File: config.mk
export PLATFORM = sky130hd
export DESIGN_NAME = psd_stage
export DESIGN_NICKNAME = d
export VERILOG_FILES = /design/src/common/psd_pkg.sv /design/src/rtl/psd_stage.sv
export SDC_FILE = /design/constraint.sdc
export NUM_CORES = 1
export LEC_CHECK = 0
export ABC_CLOCK_PERIOD_IN_PS = 2000
export BUFFER_PORTS_ARGS = -buffer_cell sky130_fd_sc_hd__buf_4
export CAP_MARGIN = 20
export CORE_MARGIN = 2
export CORE_UTILIZATION = 45
export CTS_BUF_LIST = sky130_fd_sc_hd__clkbuf_4 sky130_fd_sc_hd__clkbuf_8
export DETAILED_ROUTE_END_ITERATION = 8
export PLACE_DENSITY = 0.64
export SYNTH_ARGS = -nofsm -noshare
export SYNTH_HDL_FRONTEND = slang
export SYNTH_SLANG_ARGS = --single-unit
File: constraint.sdc
create_clock -name sys_clk -period 2 [get_ports sys_clk]
set_input_delay 0.1 -clock sys_clk [delete_from_list [all_inputs] [get_ports sys_clk]]
set_output_delay 0.1 -clock sys_clk [all_outputs]
set_load 0.01 [all_outputs]
File: src/common/psd_pkg.sv
package psd_pkg;

   localparam int ADDR_W = 4;
   localparam int DATA_W = 8;
   localparam int DB_W = 7;

   // Register offsets
   localparam logic [ADDR_W-1:0] OFF_ASD = 4'h0;
   localparam logic [ADDR_W-1:0] OFF_RDB = 4'h1;
   localparam logic [ADDR_W-1:0] OFF_MCR = 4'h2;
   localparam logic [ADDR_W-1:0] OFF_LIMIT = 4'h3;
   localparam logic [ADDR_W-1:0] OFF_DUTY = 4'h4;
   localparam logic [ADDR_W-1:0] OFF_TCR = 4'h5;
   localparam logic [ADDR_W-1:0] OFF_DRV = 4'h6;
   localparam logic [ADDR_W-1:0] OFF_TIMER = 4'h7;

   // Reset values
   localparam logic [DATA_W-1:0] RST_ASD = 8'h00;
   localparam logic [DATA_W-1:0] RST_RDB = 8'h00;
   localparam logic [DATA_W-1:0] RST_MCR = 8'h00;
   localparam logic [DATA_W-1:0] RST_LIMIT = 8'hff;
   localparam logic [DATA_W-1:0] RST_DUTY = 8'h00;
   localparam logic [DATA_W-1:0] RST_TCR = 8'h00;
   localparam logic [DATA_W-1:0] RST_DRV = 8'h00;

   // auto_shutdown_control fields
   localparam int ASD_STATUS_BIT = 7;
   localparam int ASD_SRC_LSB = 4;
   localparam int ASD_A_LSB = 2;
   localparam int ASD_B_LSB = 0;
   localparam int SRC_CMP_BIT = 0;
   localparam int SRC_INT_BIT = 2;
   // Shutdown state field: bit 1 set means tri-state, else bit 0 is the level
   localparam int SDS_TRI_BIT = 1;

   // restart_and_deadband_control fields
   localparam int RDB_RESTART_BIT = 7;

   // module_control_register fields
   localparam int MCR_HALF_BIT = 7;
   localparam int MCR_ENABLE_BIT = 2;
   localparam int MCR_POL_LSB = 0;

   // Timer control and driver enable fields
   localparam int TCR_RUN_BIT = 0;
   localparam int TCR_FLAG_BIT = 1;
   localparam int TCR_SYNC_BIT = 2;
   localparam int DRV_LSB = 0;

   // One instruction cycle is four oscillator periods
   localparam int INSTR_DIV = 4;
   localparam int INSTR_W = 2;

   typedef struct packed {
      logic [ADDR_W-1:0] addr;
      logic [DATA_W-1:0] wdata;
      logic wr;
      logic rd;
   } psd_bus_req_t;

   typedef struct packed {
      logic level;
      logic oeN;
   } psd_pin_t;

   typedef enum logic [1:0] {SD_RUN, SD_HALT, SD_RESUME} psd_sd_state_t;

endpackage

File: src/rtl/psd_stage.sv
`timescale 1ns/1ns
// What this block does
// [RQ1] A two-bit polarity field picks active-high or active-low per output.
// [RQ2] Software picks polarity before enabling the pin drivers.
// [RQ3] Software runs one full period before enabling the pin drivers.
// [RQ4] The period flag is set as each new period, including the second, begins.
// [RQ5] After reset both pins float until software enables their drivers.
// [RQ6] Sleep freezes timer and all state except the pin synchronisers and read data; pins keep their value.
// [RQ7] Source field: bit 0 selects comparator, bit 2 selects low interrupt pin.
// [RQ8] Firmware writing the status bit to one causes a shutdown.
// [RQ9] Any shutdown event sets the status bit.
// [RQ10] Status bit reads one while shutdown is in force; outputs stay held after it clears until the next period start.
// [RQ11] Shutdown forces enabled pins without waiting for the period.
// [RQ12] Output A shutdown: 00 low, 01 high, 1x tri-state.
// [RQ13] Output B shutdown: 00 low, 01 high, 1x tri-state.
// [RQ14] Status stays set until firmware or auto-restart clears it.
// [RQ15] Shutdown is level based and persists while the source level stays.
// [RQ16] Status bit writes are ignored while a shutdown condition is present.
// [RQ17] After restart the outputs resume only at the next period start.
// [RQ18] With auto-restart set, hardware clears status when the condition ends.
// [RQ19] Without auto-restart, software clears status to restart.
// [RQ20] With comparator sync on, comparator shutdown waits for secondary timer tick.
// [RQ21] Dead band delays only the inactive-to-active edge in half-bridge mode.
// [RQ22] Seven-bit dead band counts instruction cycles of four clocks each.
// [RQ23] Half-bridge: output A carries the PWM, output B its complement.
// [RQ24] Dead band longer than the active time keeps that output inactive.
module psd_stage
   import psd_pkg::*;
(
   // Clock and reset
   input wire logic sys_clk,
   input wire logic rst,
   // Register port
   input wire psd_bus_req_t busReq,
   output logic [DATA_W-1:0] rdData,
   // Device state and shutdown sources
   input wire logic sleepReq,
   input wire logic intPin,
   input wire logic cmpOut,
   input wire logic secondaryTick,
   // Output pins
   output psd_pin_t pwmOutA,
   output psd_pin_t pwmOutB
);

   // Registers
   logic [DATA_W-1:0] asdCtrl_q;
   logic [DATA_W-1:0] rdbCtrl_q;
   logic [DATA_W-1:0] modCtrl_q;
   logic [DATA_W-1:0] periodLimit_q;
   logic [DATA_W-1:0] duty_q;
   logic [DATA_W-1:0] timerCtrl_q;
   logic [DATA_W-1:0] drvEn_q;
   logic statusBit_q;
   logic statusBit_d;
   logic periodFlag_q;

   // Timer
   logic [INSTR_W-1:0] divCnt_q;
   logic instrEn;
   logic [DATA_W-1:0] periodTimer_q;
   logic periodStart;
   logic armed_q;
   logic rawPwm;

   // Shutdown
   logic intMeta_q;
   logic intSync_q;
   logic cmpMeta_q;
   logic cmpSync_q;
   logic cmpHeld_q;
   logic cmpEff;
   logic condition;
   logic wrAsd;
   logic fwSet;
   logic fwClr;
   logic autoClr;
   psd_sd_state_t sdState_q;

   // Output path
   logic halfMode;
   logic [1:0] target;
   logic [1:0] active;
   logic [1:0] pinLevel_q;
   logic [1:0] pinOeN_q;
   logic [1:0] polLow;
   logic [3:0] sdField;

   logic run;
   assign run = !sleepReq; // [RQ6]
   assign halfMode = modCtrl_q[MCR_HALF_BIT];
   assign polLow = modCtrl_q[MCR_POL_LSB +: 2];
   assign sdField = {asdCtrl_q[ASD_A_LSB +: 2], asdCtrl_q[ASD_B_LSB +: 2]};
   assign wrAsd = busReq.wr && (busReq.addr == OFF_ASD);

   // Pin synchronisers
   always_ff @(posedge sys_clk) begin
      if (rst) begin
         intMeta_q <= 1'b1;
         intSync_q <= 1'b1;
         cmpMeta_q <= 1'b0;
         cmpSync_q <= 1'b0;
      end else begin
         intMeta_q <= intPin;
         intSync_q <= intMeta_q;
         cmpMeta_q <= cmpOut;
         cmpSync_q <= cmpMeta_q;
      end
   end

   // Instruction cycle enable
   always_ff @(posedge sys_clk) begin
      if (rst) begin
         divCnt_q <= '0;
      end else if (run) begin // [RQ6]
         divCnt_q <= divCnt_q + 1'b1;
      end
   end
   assign instrEn = run && (divCnt_q == INSTR_W'(INSTR_DIV - 1)); // [RQ22]

   // Period timer
   assign periodStart = instrEn && timerCtrl_q[TCR_RUN_BIT] && (periodTimer_q == periodLimit_q);
   always_ff @(posedge sys_clk) begin
      if (rst) begin
         periodTimer_q <= '0;
      end else if (instrEn && timerCtrl_q[TCR_RUN_BIT]) begin // [RQ6]
         periodTimer_q <= periodStart ? '0 : periodTimer_q + 1'b1;
      end
   end
   assign rawPwm = periodTimer_q < duty_q;

   // Waveform starts only at a period boundary, never mid-period
   always_ff @(posedge sys_clk) begin
      if (rst) begin
         armed_q <= 1'b0;
      end else if (run) begin
         if (!modCtrl_q[MCR_ENABLE_BIT]) begin
            armed_q <= 1'b0;
         end else if (periodStart) begin
            armed_q <= 1'b1;
         end
      end
   end

   // Period flag: hardware set wins over a software clear
   always_ff @(posedge sys_clk) begin
      if (rst) begin
         periodFlag_q <= 1'b0;
      end else if (run) begin
         if (periodStart) begin
            periodFlag_q <= 1'b1; // [RQ4]
         end else if (busReq.wr && busReq.addr == OFF_TCR && !busReq.wdata[TCR_FLAG_BIT]) begin
            periodFlag_q <= 1'b0;
         end
      end
   end

   // Comparator source optionally retimed to the secondary timer
   always_ff @(posedge sys_clk) begin
      if (rst) begin
         cmpHeld_q <= 1'b0;
      end else if (run && secondaryTick) begin // [RQ20]
         cmpHeld_q <= cmpSync_q;
      end
   end
   assign cmpEff = timerCtrl_q[TCR_SYNC_BIT] ? cmpHeld_q : cmpSync_q; // [RQ20]

   // Level-based condition from the selected sources
   assign condition = (asdCtrl_q[ASD_SRC_LSB + SRC_CMP_BIT] && cmpEff) || // [RQ7] [RQ15]
                      (asdCtrl_q[ASD_SRC_LSB + SRC_INT_BIT] && !intSync_q); // [RQ7] [RQ15]

   assign fwSet = wrAsd && busReq.wdata[ASD_STATUS_BIT] && !condition; // [RQ8] [RQ16]
   assign fwClr = wrAsd && !busReq.wdata[ASD_STATUS_BIT] && !condition; // [RQ16] [RQ19]
   assign autoClr = rdbCtrl_q[RDB_RESTART_BIT] && !condition; // [RQ18]

   always_comb begin
      statusBit_d = statusBit_q;
      if (condition || fwSet) begin
         statusBit_d = 1'b1; // [RQ9] [RQ15]
      end else if (fwClr || autoClr) begin
         statusBit_d = 1'b0; // [RQ14] [RQ18] [RQ19]
      end
   end

   always_ff @(posedge sys_clk) begin
      if (rst) begin
         statusBit_q <= RST_ASD[ASD_STATUS_BIT];
      end else if (run) begin // [RQ6]
         statusBit_q <= statusBit_d;
      end
   end

   // Shutdown sequencing: halt follows status, resume waits for a new period
   always_ff @(posedge sys_clk) begin
      if (rst) begin
         sdState_q <= SD_RUN;
      end else if (run) begin
         case (sdState_q)
            SD_RUN: begin
               if (statusBit_d) begin
                  sdState_q <= SD_HALT; // [RQ11]
               end
            end
            SD_HALT: begin
               if (!statusBit_d) begin
                  sdState_q <= SD_RESUME;
               end
            end
            SD_RESUME: begin
               if (statusBit_d) begin
                  sdState_q <= SD_HALT;
               end else if (periodStart) begin
                  sdState_q <= SD_RUN; // [RQ17]
               end
            end
            default: begin
               sdState_q <= SD_HALT;
            end
         endcase
      end
   end

   // Scheduled active levels before dead band
   assign target[0] = armed_q && rawPwm; // [RQ23]
   assign target[1] = armed_q && halfMode && !rawPwm; // [RQ23]

   // Per output dead band, polarity and shutdown override
   for (genvar ch = 0; ch < 2; ch++) begin : gChan
      logic [DB_W-1:0] dbCnt_q;
      logic act_q;
      logic [1:0] sdSel;
      assign sdSel = sdField[2*(1-ch) +: 2];
      assign active[ch] = act_q;

      // Falling edge is immediate; rising edge waits out the count
      always_ff @(posedge sys_clk) begin
         if (rst) begin
            dbCnt_q <= '0;
            act_q <= 1'b0;
         end else if (run) begin
            if (!target[ch]) begin
               act_q <= 1'b0; // [RQ21]
               dbCnt_q <= halfMode ? rdbCtrl_q[DB_W-1:0] : '0; // [RQ22]
            end else if (dbCnt_q == '0) begin
               act_q <= 1'b1; // [RQ21] [RQ24]
            end else if (instrEn) begin
               dbCnt_q <= dbCnt_q - 1'b1; // [RQ22]
            end
         end
      end

      // Drivers off leaves the pin floating whatever the module does
      always_ff @(posedge sys_clk) begin
         if (rst) begin
            pinLevel_q[ch] <= 1'b0;
            pinOeN_q[ch] <= 1'b1; // [RQ5]
         end else if (run) begin // [RQ6]
            if (statusBit_d || sdState_q != SD_RUN) begin
               pinLevel_q[ch] <= sdSel[0]; // [RQ11] [RQ12] [RQ13]
               pinOeN_q[ch] <= !drvEn_q[DRV_LSB + ch] || sdSel[SDS_TRI_BIT]; // [RQ12] [RQ13]
            end else begin
               pinLevel_q[ch] <= active[ch] ^ polLow[ch]; // [RQ1]
               pinOeN_q[ch] <= !drvEn_q[DRV_LSB + ch]; // [RQ5]
            end
         end
      end
   end

   assign pwmOutA = '{level: pinLevel_q[0], oeN: pinOeN_q[0]};
   assign pwmOutB = '{level: pinLevel_q[1], oeN: pinOeN_q[1]};

   // Register writes; the status bit is kept apart above
   always_ff @(posedge sys_clk) begin
      if (rst) begin
         asdCtrl_q <= RST_ASD;
         rdbCtrl_q <= RST_RDB;
         modCtrl_q <= RST_MCR;
         periodLimit_q <= RST_LIMIT;
         duty_q <= RST_DUTY;
         timerCtrl_q <= RST_TCR;
         drvEn_q <= RST_DRV;
      end else if (busReq.wr && run) begin
         case (busReq.addr)
            OFF_ASD: asdCtrl_q <= busReq.wdata & ~(8'h01 << ASD_STATUS_BIT);
            OFF_RDB: rdbCtrl_q <= busReq.wdata;
            OFF_MCR: modCtrl_q <= busReq.wdata; // [RQ1]
            OFF_LIMIT: periodLimit_q <= busReq.wdata;
            OFF_DUTY: duty_q <= busReq.wdata;
            OFF_TCR: timerCtrl_q <= busReq.wdata & ~(8'h01 << TCR_FLAG_BIT);
            OFF_DRV: drvEn_q <= busReq.wdata & 8'h03;
            default: begin
            end
         endcase
      end
   end

   // Read data one cycle after the strobe, zero otherwise
   always_ff @(posedge sys_clk) begin
      if (rst) begin
         rdData <= '0;
      end else if (busReq.rd) begin
         case (busReq.addr)
            OFF_ASD: rdData <= asdCtrl_q | (DATA_W'(statusBit_q) << ASD_STATUS_BIT); // [RQ10]
            OFF_RDB: rdData <= rdbCtrl_q;
            OFF_MCR: rdData <= modCtrl_q;
            OFF_LIMIT: rdData <= periodLimit_q;
            OFF_DUTY: rdData <= duty_q;
            OFF_TCR: rdData <= timerCtrl_q | (DATA_W'(periodFlag_q) << TCR_FLAG_BIT);
            OFF_DRV: rdData <= drvEn_q;
            OFF_TIMER: rdData <= periodTimer_q;
            default: rdData <= '0;
         endcase
      end else begin
         rdData <= '0;
      end
   end

endmodule

Yosys cells after proc, flatten, opt, wreduce, memory -nomap -nowiden
Cells that the tools add are included.
W data, S select, Z words.

word-level totals
  flip-flop bits (word level) = 96
  input bits = 20
  output and inout bits = 12
  word-level logic and storage cells = 141

cells by class
  add/subtract/negate cells = 4
  $lt $le $gt $ge = 1
  equality and inequality tests = 21
  muxes and demuxes = 29
  bitwise logic cells = 6
  reduce and logical (&&, ||, !) cells = 53

operators by type and width
  operator               count
  $pmux W8 S8            1
  $mux W7                7
  $reduce_and A2 Y1      11
  $logic_and A1 B1 Y1    18
  $eq A4 B3 Y1 const B   4
  $mux W1                15
  $logic_not A7 Y1       2
  $sub A7 B1 Y7 const B  2
  $ne A2 B2 Y1 const B   6
  $add A8 B1 Y8 const B  1
  $eq A4 B2 Y1 const B   2
  $eq A8 B8 Y1           1
  $logic_not A1 Y1       8
  $lt A8 B8 Y1           1
  $mux W2                4
  $mux W8                1
  $or A7 B8 Y8           1
  $or A8 B2 Y8           1
  $logic_or A1 B1 Y1     6
  $ne A2 B1 Y1 const B   3
  $pmux W2 S3            1
  $reduce_and A3 Y1      2
  $eq A2 B2 Y1 const B   2
  $eq A4 B1 Y1 const B   1
  10 further kinds       13

Depth between registers and ports, before layout
  depth after elaboration = 10
  gate-level depth with buffers = 9
  mapped depth without buffers = 8

Least setup slack after synthesis
Ideal clock, no wire load.

  path kind = register to register
  start = reg duty_q[7]
  end = reg gChan[1].dbCnt_q[5]
  setup time = 0.074 ns
  arrival = 2.084 ns
  required time = 1.926 ns
  slack = -0.159 ns
  cell stages (with the launch flop) = 10
  buffers on the path = 1
  clock period less this slack = 2.159 ns
  path through = dfxtp_1 -> inv_1 -> ha_1 -> nand4_1 -> a21oi_1 -> a21oi_2 -> or2_1 -> buf_2 -> or4_1 -> a31oi_1

on the way
  longest elaborated chain between the ends = 5
  elaborated cells between the ends (all ways) = 7
  classes of those cells = order compare (1); eq/ne (2); mux (1); reduce/logical (3)

RTL lines
  what                         line              source
  from (decl)                  psd_stage.sv:51   logic [DATA_W-1:0] duty_q;
  from (signal assigned)       psd_stage.sv:288  OFF_DUTY: duty_q <= busReq.wdata;
  $lt A8 B8 Y1 (*)             psd_stage.sv:130  assign rawPwm = periodTimer_q < duty_q;
  $logic_not A1 Y1 (*)         psd_stage.sv:225  assign target[1] = armed_q && halfMode && !rawPwm;
  $logic_and A1 B1 Y1 (*)      psd_stage.sv:225
  $ne A2 B2 Y1 (no line)       n/a
  $reduce_and A3 Y1 (no line)  n/a
  to (signal assigned)         psd_stage.sv:243  dbCnt_q <= halfMode ? rdbCtrl_q[DB_W-1:0] : '0;
  to (signal assigned)         psd_stage.sv:247  dbCnt_q <= dbCnt_q - 1'b1;
  to (decl)                    psd_stage.sv:229  logic [DB_W-1:0] dbCnt_q;

Mark *: on every way between the ends. The rest lies on a longest branch, timed or not.
A chain may end at the register's enable or synchronous reset.

Final worst setup path
  start = reg duty_q[1]
  end = reg gChan[1].dbCnt_q[4]

The elaborated chain is that of the path after synthesis.

==> summary.txt <==
Logic synthesis
  – Syn avg cell area: 8.71 sq um
  – Post-synth EDFFs: 0
  – Asr flop ratio synth: 0
  – #FFs+latches synth: 96
  – Mapped Nets: 579
  – Synthesized area: 0.00475 sq mm
  – Synth top area cells: dfxtp_1 (40%), mux2i_1 (10%), nor2_1 (5.5%)
  – Register area share after synthesis: 0.404
  – Top cells by count, synth: dfxtp_1 (96), nor2_1 (70), nand2_1 (50)
  – Synth unique cells: 61
  – Top cell type by total area after synthesis: dfxtp_1
  – Synth Flop Type: dfxtp_1
  – YS warnings: 0
  – Top cell type's share of synthesized area: 0.404
  – Synth Instances: 546
  – Top-count cell post-synth: dfxtp_1

Global route
  – Number of global-route vias before repair: around 4000
  – Initial antenna violation count: 0
  – Grt ovf: 0
  – First-pass GRT wire length: 21200 um
  – Largest net degree at the start of global routing: 40
  – GRT Resource Usage Total: 0.240

Critical path
  – CP delay by family, top: compound AO/OA/AOI/OAI gates
  – Worst setup path category: reg2reg
  – Top cell by count, worst path: buf_4
  – Worst path slowest cell: a2111o_1
  – Worst EP arrival: between 2 and 2.5 ns
  – Critical-path cell list: inv_2 > ha_4 > a2111o_1 > a21oi_2 > buf_4 > buf_4 > nor4_1 > a31oi_1 > o32ai_1
  – Slowest cell delay on critical path: about 0.45 ns
  – Worst Setup Start Kind: flip-flop
  – Crit path required time: between 2 and 2.5 ns
  – Worst-path fanout max: 3
  – CP endpoint kind: flip-flop
  – CP bufs+invs: 3

Clock tree
  – Root Driver: clkbuf_8
  – Maximum clock path buffer count: 2
  – CTS sink count: 96
  – Skew-Pair Late Insertion Delay: roughly 0.37 ns
  – CTS HTree Levels: 3
  – CTS clock-pin slew for the worst setup and hold paths: 0.10 ns
  – Number of buffers created by CTS: 9
  – CTS tree: built

Floorplanning
  – Die area: 0.0114 sq mm
  – Initial Util: 0.463
  – Row Count: 37
  – Die W: approximately 110 um
  – Core Area: 0.0103 sq mm
  – Die Y: approximately 110 um
  – Top Ports: 32

Timing
  – Final Max Tran Viols: 0
  – Slew HR: 0.602
  – RSZ-0062 raised after global routing: yes
  – Max Freq: between 0.5 and 0.6 GHz
  – Crit share post-route: 0.985
  – Fin. Hold Viols: 0
  – Final Critical Period: around 2.0 ns
  – # setup viols final: 0
  – Final setup margin: 0.0307 ns
  – Worst-Margin Slew: 0.596 ns
  – Worst Clk Skew: 0.0103 ns

Detailed routing
  – Wl on met1: 6050 um
  – Met2 WL post-DR: 6290 um
  – Routed vias/inst: between 5 and 6
  – Drt wl/cell: around 18 um
  – ANT nets after route: 0
  – Drt total wl: 13500 um
  – DR top layer: met4
  – Vias: roughly 4300
  – Drt pass-1 iters: 5
  – DRC: 0
  – Met3 routed WL: about 830 um
  – Initial DRC count: 294

Cells and area
  – Area Overhead vs Synth: 20.3%
  – Antenna cells: 0
  – Final net count: 636
  – Util after Layout: 0.556
  – Fraction of final layout cells sized beyond drive strength 1: 0.212
  – Fillers: 968

Power and ir drop
  – Static Leak: 0.00233 uW
  – Power per cell area: approximately 640 mW/mm^2
  – Max VDD drop: around 340 uV

Placed design
  – Placed wire-length estimate: 9800 um
  – Place WS: -0.0310 ns
  – I/O Buffers: 31
  – Global placement routability congestion: 0.896

Hold path
  – Min-Delay Path Class: in2reg

Outcome
  – Status: completed

Job
  – Max-Cap Viols: 0
sequential cells by signal, indices dropped and copies added, names as in the netlist, 2 cells and up:
register,cells
periodTimer_q,8
modCtrl_q,8
periodLimit_q,8
asdCtrl_q,7
duty_q,8
gChan.dbCnt_q,14
rdbCtrl_q,8
timerCtrl_q,7
sdState_q,2
rdData,8
divCnt_q,2
drvEn_q,2
gChan.act_q,2
pwmOutB,2
pwmOutA,2
cell families (layout without fill, tap and decap cells):
| group | after synthesis | after routing | synth area share |
|---|---|---|---|
| buf+inv | 46 | 108 | 0.0392 |
| mux | 57 | 57 | 0.127 |
| xor+xnor | 16 | 16 | 0.0295 |
| fa+ha+maj | 13 | 13 | 0.0342 |
| simple gates | 214 | 214 | 0.218 |
| compound gates | 104 | 104 | 0.148 |
| flops | 96 | 96 | 0.404 |
placed cells by master (no fill, tap or decap), drive strengths merged, types with 5 or more instances in the layout:
| cell | instances |
|---|---|
| dfxtp | 96 |
| buf | 72 |
| nor2 | 70 |
| nand2 | 50 |
| mux2i | 49 |
| a21oi | 34 |
| nand3 | 30 |
| inv | 17 |
| a31oi | 16 |
| ha | 13 |
| nor3 | 12 |
| clkbuf | 10 |
| nor2b | 9 |
| o21ai | 9 |
| xor2 | 8 |
| xnor2 | 8 |
| a22oi | 8 |
| nand4 | 7 |
| or3 | 7 |
| mux2 | 6 |
| nor4 | 6 |
| a221oi | 5 |
worst paths after layout:
kind,start,end,slack [ns],depth (start not counted)
setup / recovery,duty_q[1],gChan[1].dbCnt_q[4],0.03,9
hold / removal,busReq[6],periodLimit_q[4],0.01,3
setup reg to reg,duty_q[1],gChan[1].dbCnt_q[4],0.03,9
hold reg to reg,intMeta_q,intSync_q,0.43,1
routing by layer:
metal | up-vias | global-route usage
met5 | - | 0
met4 | 0 | 0.0928
met3 | 26 | 0.0413
met2 | 159 | 0.379
met1 | 2069 | 0.327
li1 | 2080 | -
where the power goes:
part	internal [uW]	switching (uW)	leakage [uW]
registers	1930	15.7	0.000782
logic	115	181	0.00143
clock network	743	695	0.000113
total	2790	892	0.00233
repair_timing:
item	CTS	global route
pin swaps	2	18
hold endpoints to repair	4	0
hold buffers	4	0
endpoints found under the setup margin	4	13
buffers inserted	1	1
gates resized for setup	5	22
through the flow:
| stage | std cells | instance area, sq um | hold WS, ns | power [uW] | setup TNS (ns) |
|---|---|---|---|---|---|
| 3_3_place_gp | 722 | 5340 | 0.292 | 2270 | 0 |
| 3_5_place_dp | 722 | 5340 | 0.301 | 2270 | -0.0562 |
| 6_report | 744 | 5720 | 0.0146 | 3680 | 0 |
| 5_1_grt | 744 | 5720 | 0.0288 | 3820 | -0.250 |
| 2_1_floorplan | 546 | 4780 | 0.204 | 2160 | 0 |
| 4_1_cts | 743 | 5620 | 0.00564 | 3700 | 0 |
worst reg2reg max path: cells and delay by family (launching register included):
kind / cells / cell delay (ns)
buf+inv: 3 / 0.29
simple gates: 1 / 0.04
fa+ha+maj: 1 / 0.20
flops: 1 / 0.35
compound gates: 4 / 0.98
cell type report:
class,instances,area (sq um),share of cell area
Inverter,16,60.1,0.0105
Clock buffer,10,138,0.0241
Clock inverter,6,90.1,0.0158
Sequential cell,96,1940,0.339
Timing Repair Buffer,76,588,0.103
Tap cell,136,170,0.0298
Multi-Input combinational cell,404,2740,0.478
(Power assumes the default switching activity.)
